### config.mk
export PLATFORM = sky130hd
export DESIGN_NAME = sqrs_top
export DESIGN_NICKNAME = d
export VERILOG_FILES = /design/src/sqrs_pkg.sv /design/src/sqrs_filter.sv /design/src/sqrs_top.sv
export VERILOG_INCLUDE_DIRS = /design/src /design/src/src
export SDC_FILE = /design/constraint.sdc
export NUM_CORES = 1
export LEC_CHECK = 0
export BUFFER_PORTS_ARGS = -buffer_cell sky130_fd_sc_hd__buf_2
export CORE_MARGIN = 2
export CORE_UTILIZATION = 50
export CTS_CLUSTER_SIZE = 10
export DETAILED_ROUTE_END_ITERATION = 16
export HOLD_SLACK_MARGIN = 0.1
export MAX_ROUTING_LAYER = met4
export PLACE_DENSITY = 0.79
export RECOVER_POWER = 25
export SYNTH_ARGS = -nofsm -noshare
export SYNTH_HDL_FRONTEND = slang
export SYNTH_HIERARCHICAL = 1
export SYNTH_SLANG_ARGS = --single-unit
### constraint.sdc
create_clock -name core_clk -period 4.5 [get_ports core_clk]
set_input_delay 0.225 -clock core_clk [delete_from_list [all_inputs] [get_ports core_clk]]
set_output_delay 0.225 -clock core_clk [all_outputs]
set_load 0.03 [all_outputs]
### src/sqrs_consts.svh
// Timing constants for the squib reset supervisor
// Assumes a 200 MHz core clock
`ifndef SQRS_CONSTS_SVH
`define SQRS_CONSTS_SVH
`define SQRS_CLK_PERIOD_NS 5
`define SQRS_DEGLITCH_NS 1000
`define SQRS_DEGLITCH_CYC ((`SQRS_DEGLITCH_NS + `SQRS_CLK_PERIOD_NS - 1) / `SQRS_CLK_PERIOD_NS)
`define SQRS_UV_FILTER_NS 5000
`define SQRS_UV_FILTER_CYC ((`SQRS_UV_FILTER_NS + `SQRS_CLK_PERIOD_NS - 1) / `SQRS_CLK_PERIOD_NS)
`define SQRS_NUM_CH 4
`define SQRS_CNT_W 16
`endif

### src/sqrs_pkg.sv
// Types for the squib reset supervisor
// Used by the top module and the testbench
package sqrs_pkg;
  typedef enum logic [1:0] {
    SQRS_RUN,
    SQRS_HOLD,
    SQRS_RESET
  } sqrs_state_t;
endpackage

### src/sqrs_filter.sv
// Persistence filter: output goes high only after input held high N cycles
// Input assumed synchronous to core_clk
`timescale 1ns/10ps
module sqrs_filter #(
  parameter int CYCLES = 200,
  parameter int CW = 16
) (
  input wire logic core_clk,
  input wire logic rst_n,
  input wire logic in_active,
  output logic out_active
);
  logic [CW-1:0] count;

  initial begin
    if (CYCLES < 1 || CYCLES >= (1 << CW)) begin
      $error("sqrs_filter: CYCLES out of range");
    end
  end

  always_ff @(posedge core_clk or negedge rst_n) begin
    if (!rst_n) begin
      count <= '0;
    end else if (!in_active) begin
      count <= '0;
    end else if (count != CW'(CYCLES)) begin
      count <= count + CW'(1);
    end
  end

  always_ff @(posedge core_clk or negedge rst_n) begin
    if (!rst_n) begin
      out_active <= 1'b0;
    end else begin
      out_active <= in_active && (count >= CW'(CYCLES - 1));
    end
  end
endmodule

### src/sqrs_top.sv
// Reset supervisor for a four-loop squib driver
// Detector inputs come from analogue comparators, synchronous to core_clk
// Function
// Filtered undervoltage held for filter time resets device, outputs off
// Unfiltered lower undervoltage resets device immediately
// Deglitched external reset low outside deployment resets device
// External reset ignored while any deployment runs
// Undervoltage resets even during deployment
// External reset still low at deployment end then resets
// External reset pulses shorter than deglitch time ignored
// Bias resistor out of limits resets device
// Logic ground loss resets device
// Channel power ground loss disables only that low-side driver
// Open power ground on one channel leaves others unchanged
// Open power ground reported via low-side diagnostic result
// Analogue ground loss pulls monitor high and resets device
// Four loops, per-channel ground effects kept separately
// Sources combined into one reset; drivers off same cycle
`timescale 1ns/10ps
`include "sqrs_consts.svh"
module sqrs_top #(
  parameter int NUM_CH = `SQRS_NUM_CH,
  parameter int DEGLITCH_CYC = `SQRS_DEGLITCH_CYC,
  parameter int UV_FILTER_CYC = `SQRS_UV_FILTER_CYC
) (
  input wire logic core_clk,
  input wire logic rst_n,
  input wire logic filtered_undervolt_threshold,
  input wire logic unfiltered_undervolt_threshold,
  input wire logic ext_reset_n,
  input wire logic bias_resistor_upper_limit,
  input wire logic bias_resistor_lower_limit,
  input wire logic logic_ground_lost,
  input wire logic analog_ground_lost,
  input wire logic [NUM_CH-1:0] channel_power_ground,
  input wire logic [NUM_CH-1:0] deploy_active,
  input wire logic [NUM_CH-1:0] high_side_req,
  input wire logic [NUM_CH-1:0] low_side_req,
  input wire logic [NUM_CH-1:0] ls_diag_req,
  output logic [NUM_CH-1:0] squib_high_side_output,
  output logic [NUM_CH-1:0] squib_low_side_output,
  output logic [NUM_CH-1:0] ls_diag_fail,
  output logic analog_monitor_force_high,
  output logic core_reset_n,
  output sqrs_pkg::sqrs_state_t reset_state
);
  initial begin
    if (NUM_CH != 4 || DEGLITCH_CYC < 1 || UV_FILTER_CYC < 1) begin
      $error("sqrs_top: unsupported parameter values");
    end
  end

  ////////////////////////////////////////////////////////////////////////
  logic uv_filt;
  logic ext_filt;
  logic deploying;
  logic hard_reset;
  logic reset_now;
  sqrs_pkg::sqrs_state_t next_state;

  // filtered undervoltage
  sqrs_filter #(.CYCLES(UV_FILTER_CYC), .CW(`SQRS_CNT_W)) u_uv_filter (
    .core_clk(core_clk),
    .rst_n(rst_n),
    .in_active(filtered_undervolt_threshold),
    .out_active(uv_filt)
  );

  // deglitch external reset
  sqrs_filter #(.CYCLES(DEGLITCH_CYC), .CW(`SQRS_CNT_W)) u_ext_filter (
    .core_clk(core_clk),
    .rst_n(rst_n),
    .in_active(!ext_reset_n),
    .out_active(ext_filt)
  );

  assign deploying = |deploy_active;

  // unconditional sources
  assign hard_reset = uv_filt || unfiltered_undervolt_threshold || bias_resistor_upper_limit
    || bias_resistor_lower_limit || logic_ground_lost || analog_ground_lost;

  // external reset gated by deployment
  assign reset_now = hard_reset || (ext_filt && !deploying);

  ////////////////////////////////////////////////////////////////////////
  always_comb begin
    case (reset_state)
      sqrs_pkg::SQRS_RUN: begin
        if (reset_now) begin
          next_state = sqrs_pkg::SQRS_RESET;
        end else if (ext_filt) begin
          next_state = sqrs_pkg::SQRS_HOLD;
        end else begin
          next_state = sqrs_pkg::SQRS_RUN;
        end
      end
      sqrs_pkg::SQRS_HOLD: begin
        if (reset_now) begin
          next_state = sqrs_pkg::SQRS_RESET;
        end else if (!ext_filt) begin
          next_state = sqrs_pkg::SQRS_RUN;
        end else begin
          next_state = sqrs_pkg::SQRS_HOLD;
        end
      end
      sqrs_pkg::SQRS_RESET: begin
        next_state = reset_now ? sqrs_pkg::SQRS_RESET : sqrs_pkg::SQRS_RUN;
      end
      default: begin
        next_state = sqrs_pkg::SQRS_RESET;
      end
    endcase
  end

  always_ff @(posedge core_clk or negedge rst_n) begin
    if (!rst_n) begin
      reset_state <= sqrs_pkg::SQRS_RESET;
    end else begin
      reset_state <= next_state;
    end
  end

  // single internal reset
  always_ff @(posedge core_clk or negedge rst_n) begin
    if (!rst_n) begin
      core_reset_n <= 1'b0;
    end else begin
      core_reset_n <= !reset_now;
    end
  end

  // monitor pulled to supply
  always_ff @(posedge core_clk or negedge rst_n) begin
    if (!rst_n) begin
      analog_monitor_force_high <= 1'b0;
    end else begin
      analog_monitor_force_high <= analog_ground_lost;
    end
  end

  ////////////////////////////////////////////////////////////////////////
  // Driver gating is per channel so one open ground cannot leak across
  genvar ch;
  generate
    for (ch = 0; ch < NUM_CH; ch++) begin : g_ch
      // per-channel drivers
      always_ff @(posedge core_clk or negedge rst_n) begin
        if (!rst_n) begin
          squib_high_side_output[ch] <= 1'b0;
          squib_low_side_output[ch] <= 1'b0;
          ls_diag_fail[ch] <= 1'b0;
        end else if (reset_now) begin
          // drivers off with reset
          squib_high_side_output[ch] <= 1'b0;
          squib_low_side_output[ch] <= 1'b0;
          ls_diag_fail[ch] <= 1'b0;
        end else begin
          // high side unaffected by ground loss
          squib_high_side_output[ch] <= high_side_req[ch];
          // low side blocked on open ground
          squib_low_side_output[ch] <= (low_side_req[ch] || ls_diag_req[ch]) && !channel_power_ground[ch];
          // ground loss shown by diagnostic
          ls_diag_fail[ch] <= ls_diag_req[ch] && channel_power_ground[ch];
        end
      end
    end
  endgenerate

  ////////////////////////////////////////////////////////////////////////
  // immediate reset
  property p_uv2_reset;
    @(posedge core_clk) disable iff (!rst_n)
      unfiltered_undervolt_threshold |=> (!core_reset_n && squib_high_side_output == '0);
  endproperty
  a_uv2_reset: assert property (p_uv2_reset) else $error("unfiltered undervoltage did not reset");

  property p_ext_ignored;
    @(posedge core_clk) disable iff (!rst_n)
      (deploying && !hard_reset) |=> core_reset_n;
  endproperty
  a_ext_ignored: assert property (p_ext_ignored) else $error("reset during deployment without cause");

  property p_uv_in_deploy;
    @(posedge core_clk) disable iff (!rst_n)
      (deploying && uv_filt) |=> !core_reset_n;
  endproperty
  a_uv_in_deploy: assert property (p_uv_in_deploy) else $error("undervoltage held off by deployment");

  property p_ext_after;
    @(posedge core_clk) disable iff (!rst_n)
      (ext_filt && $fell(deploying)) |=> !core_reset_n;
  endproperty
  a_ext_after: assert property (p_ext_after) else $error("pending external reset not applied");

  property p_glitch;
    @(posedge core_clk) disable iff (!rst_n)
      ($fell(ext_reset_n) ##1 ext_reset_n) |-> !ext_filt;
  endproperty
  a_glitch: assert property (p_glitch) else $error("short external reset accepted");

  property p_bias;
    @(posedge core_clk) disable iff (!rst_n)
      (bias_resistor_upper_limit || bias_resistor_lower_limit) |=> !core_reset_n;
  endproperty
  a_bias: assert property (p_bias) else $error("bias resistor fault did not reset");

  property p_gnd;
    @(posedge core_clk) disable iff (!rst_n)
      logic_ground_lost |=> (!core_reset_n && squib_low_side_output == '0);
  endproperty
  a_gnd: assert property (p_gnd) else $error("logic ground loss did not reset");

  property p_ls_gnd;
    @(posedge core_clk) disable iff (!rst_n)
      1'b1 |=> (squib_low_side_output & $past(channel_power_ground)) == '0;
  endproperty
  a_ls_gnd: assert property (p_ls_gnd) else $error("low side on with open ground");

  property p_analog_ground_ref;
    @(posedge core_clk) disable iff (!rst_n)
      analog_ground_lost |=> (analog_monitor_force_high && !core_reset_n);
  endproperty
  a_analog_ground_ref: assert property (p_analog_ground_ref) else $error("analogue ground loss not handled");
endmodule

==> results.sh <==
export IMPL_outcome="finished with violations"
export IMPL_violations="max-capacitance violations, max-slew violations"
export IMPL_wirelength_um=4760
export IMPL_cp_end_kind="asynchronous set/reset pin"
export IMPL_relSlewSlack_pct=-75.0
export IMPL_ys_ff_latch=50
export IMPL_p_total_mw=0.892
export IMPL_num_antenna_cells=0
export IMPL_path_max_fanout=50
export IMPL_die_area_um2=5550
export IMPL_min_delay_start="high_side_req[3]"
export IMPL_postSynthCellCount=238
export IMPL_ys_async_sr_fraction_pct=100
export IMPL_drtAntennaViolNets=0
export IMPL_drt_iter0_markers=90
export IMPL_dpl_cell_area_um2=2760
export IMPL_synth_main_ff_cell="dfrtp_1"
export IMPL_synth_area_um2=2480
export IMPL_crit_slowest_cell="clkbuf_1"
export IMPL_io_buffer_count=44
export IMPL_htreeDepth=2
export IMPL_crit_buf_inv=1
export IMPL_areaGrowthSynthToFinish_pct=18.7
export IMPL_post_cts_hold_buffer_count=5
export IMPL_design_area_um2=2950
export IMPL_coreArea_um2=4750
export IMPL_grt_max_degree=51
export IMPL_rsz0062_at_grt="false"
export IMPL_cts_resized=0
export IMPL_avgSynthCellArea_um2=10.4
export IMPL_rr_worst_depth=3
export IMPL_powerDensity_nw_per_um2=303
export IMPL_synth_area_top_cells="dfrtp_1, mux2i_1, nand2_1"
export IMPL_grt_total_usage_pct=18.7
export IMPL_final_min_clock_period_ps=2230
export IMPL_synth_most_common_cell="dfrtp_1"
export IMPL_clkTransAtPathRegs_ps=90
export IMPL_fin_skew_ps=8.66
export IMPL_cts_setup_buffers=0
export IMPL_cts_root_buf="clkbuf_8"
export IMPL_slowest_delay_ps=1830
export IMPL_worstMarginPinSlew_ps=2620
export IMPL_dr_total_vias=1893
export IMPL_synth_warning_count=6
export IMPL_final_nets=321
export IMPL_r2r_start="u_ext_filter/count[2]$_DFFE_PN0P_"
export IMPL_dp_hpwl_um=3330
export IMPL_grt_overflow=0
export IMPL_synth_edf_count=0
export IMPL_max_cap_viol_count=1
export IMPL_fin_crit_sh_pct=49.5
export IMPL_crit_path_cell_trace="clkbuf_1"
export IMPL_die_h_um=74.5
export IMPL_drive_above_1_share_pct=23.2
export IMPL_hold_path_endpoint="squib_high_side_output[3]$_DFF_PN0_"
export IMPL_num_io_pins=45
export IMPL_chipWidth_um=74.5
export IMPL_r2r_end="u_ext_filter/count[9]$_DFFE_PN0P_"
export IMPL_synth_top_area_share_pct=49.4
export IMPL_worstPathArrival_ps=2080
export IMPL_cp_start_kind="primary input"
export IMPL_worst_slack_ps=2270
export IMPL_drc=0
export IMPL_grt_pass1_wl_um=7710
export IMPL_ys_seq_area_share_pct=50.4
export IMPL_gp_congestion=0.870
export IMPL_ir_worst_vdd_mv=0.142
export IMPL_drt_wirelength_per_cell_um=13.4
export IMPL_post_place_ws_ps=2910
export IMPL_synth_cell_types=47
export IMPL_yosys_area_top_type="dfrtp_1"
export IMPL_clock_sinks=50
export IMPL_max_clock_freq_mhz=449
export IMPL_min_path_cells=2
export IMPL_hold_violations=0
export IMPL_synth_common_cells="dfrtp_1, nand2_1, and2_1, nand3_1, nor2_1"
export IMPL_cts_tree="done"
export IMPL_p_leak_nw=1.41
export IMPL_crit_family="buffers and inverters"
export IMPL_clockBufferDepth=2
export IMPL_r2r_slack_ps=2900
export IMPL_hp_class="in -> reg"
export IMPL_drt_pass1_iterations=4
export IMPL_final_max_slew_viol_count=51
export IMPL_first_global_vias=1789
export IMPL_antenna_found_initial=0
export IMPL_cts_buffers=5
export IMPL_setup_viol=0
export IMPL_tns_ps=0
export IMPL_cp_data_required_time_ps=4350
export IMPL_clk_latency_ps=300
export IMPL_start_util_pct=52.2
export IMPL_num_rows=25
export IMPL_drt_vias_per_instance=5.32
export IMPL_syn_num_nets=271
export IMPL_worstSetupPathType="in -> async"
cell type report:
type                    count  area, µm²
repair buffers             49        268
clock inverters             3       68.8
inverters                  12       47.5
flip-flops and latches     50       1250
clock buffers               5       68.8
well taps                  67       83.8
multi-input cells         170       1160
fillers                   399       1810
layout by cell type (no fill, tap or decap), types with 3 or more instances in the layout:
cell type | netlist | routed
a21oi_1 | 5 | 5
and2_1 | 14 | 14
and3_1 | 6 | 6
buf_2 | 1 | 42
clkbuf_8 | 0 | 5
dfrtp_1 | 49 | 49
dlygate4sd3_1 | 0 | 5
ha_1 | 4 | 4
inv_1 | 11 | 11
mux2i_1 | 11 | 11
nand2_1 | 25 | 25
nand2b_1 | 7 | 7
nand3_1 | 14 | 14
nand3_2 | 3 | 3
nor2_1 | 13 | 13
nor3_1 | 7 | 7
nor4_1 | 8 | 8
nor4_2 | 4 | 4
o21ai_0 | 5 | 5
or3_1 | 5 | 5
xnor2_1 | 4 | 4
xor2_1 | 8 | 8
flip-flops by register name (all words and copies together), names as in the netlist:
signal and cells:
u_ext_filter/count 16, u_uv_filter/count 16, ls_diag_fail 4, squib_high_side_output 4
squib_low_side_output 4, reset_state 2, analog_monitor_force_high 1, core_reset_n 1
u_ext_filter/out_active 1, u_uv_filter/out_active 1
power by group:
| group | internal (mW) | switching, mW | leakage, nW |
|---|---|---|---|
| sequential | 0.455 | 0.00773 | 0.687 |
| clock | 0.223 | 0.151 | 0.0683 |
| combinational | 0.0218 | 0.0339 | 0.656 |
how the worst max path moves through the flow:
| stage | start | to | slack (ps) | depth (start not counted) |
|---|---|---|---|---|
| finish | rst_n | u_ext_filter/count[13]$_DFFE_PN0P_ | 2270 | 1 |
| global route | rst_n | u_uv_filter/count[14]$_DFFE_PN0P_ | 1740 | 1 |
| CTS | analog_ground_lost | ls_diag_fail[2]$_DFF_PN0_ | 2880 | 6 |
| detailed placement | u_uv_filter/count[0]$_DFFE_PN0P_ | u_uv_filter/count[12]$_DFFE_PN0P_ | 2910 | 5 |
| global placement | deploy_active[0] | ls_diag_fail[1]$_DFF_PN0_ | 2970 | 5 |
| floorplan | u_uv_filter/count[0]$_DFFE_PN0P_ | u_uv_filter/count[14]$_DFFE_PN0P_ | 3070 | 5 |
routing by layer:
metal  share of wire (%)  vias to the layer above  GRT usage (%)
li1                    -                      937              -
met1                  48                      915           23.3
met2                  47                       39           29.8
met3                 3.8                        2           4.61
met4                0.84                        0           6.35
met5                   0                        -              -
logic make-up (layout without fill, tap and decap cells):
kind of cell / count (synthesis) / count (layout) / share of synthesized area [%]
DFF: 50 / 50 / 50.4
adders and majority gates: 4 / 4 / 2.02
xor gates and xnor gates: 12 / 12 / 4.23
muxes: 11 / 11 / 4.43
AOI/OAI and AO/OA: 21 / 21 / 5.99
buffers and inverters: 18 / 69 / 2.92
and+or+nand+nor: 122 / 122 / 30.0
metrics by stage:
stage,hold slack [ps],cells,util [%]
2_1_floorplan,-70.6,238,-
3_3_place_gp,354,343,58.1
3_5_place_dp,356,343,58.1
4_1_cts,120,356,62.1
5_1_grt,112,356,62.0
6_report,133,356,62.0
No activity file was read; power rests on OpenSTA's default activity.
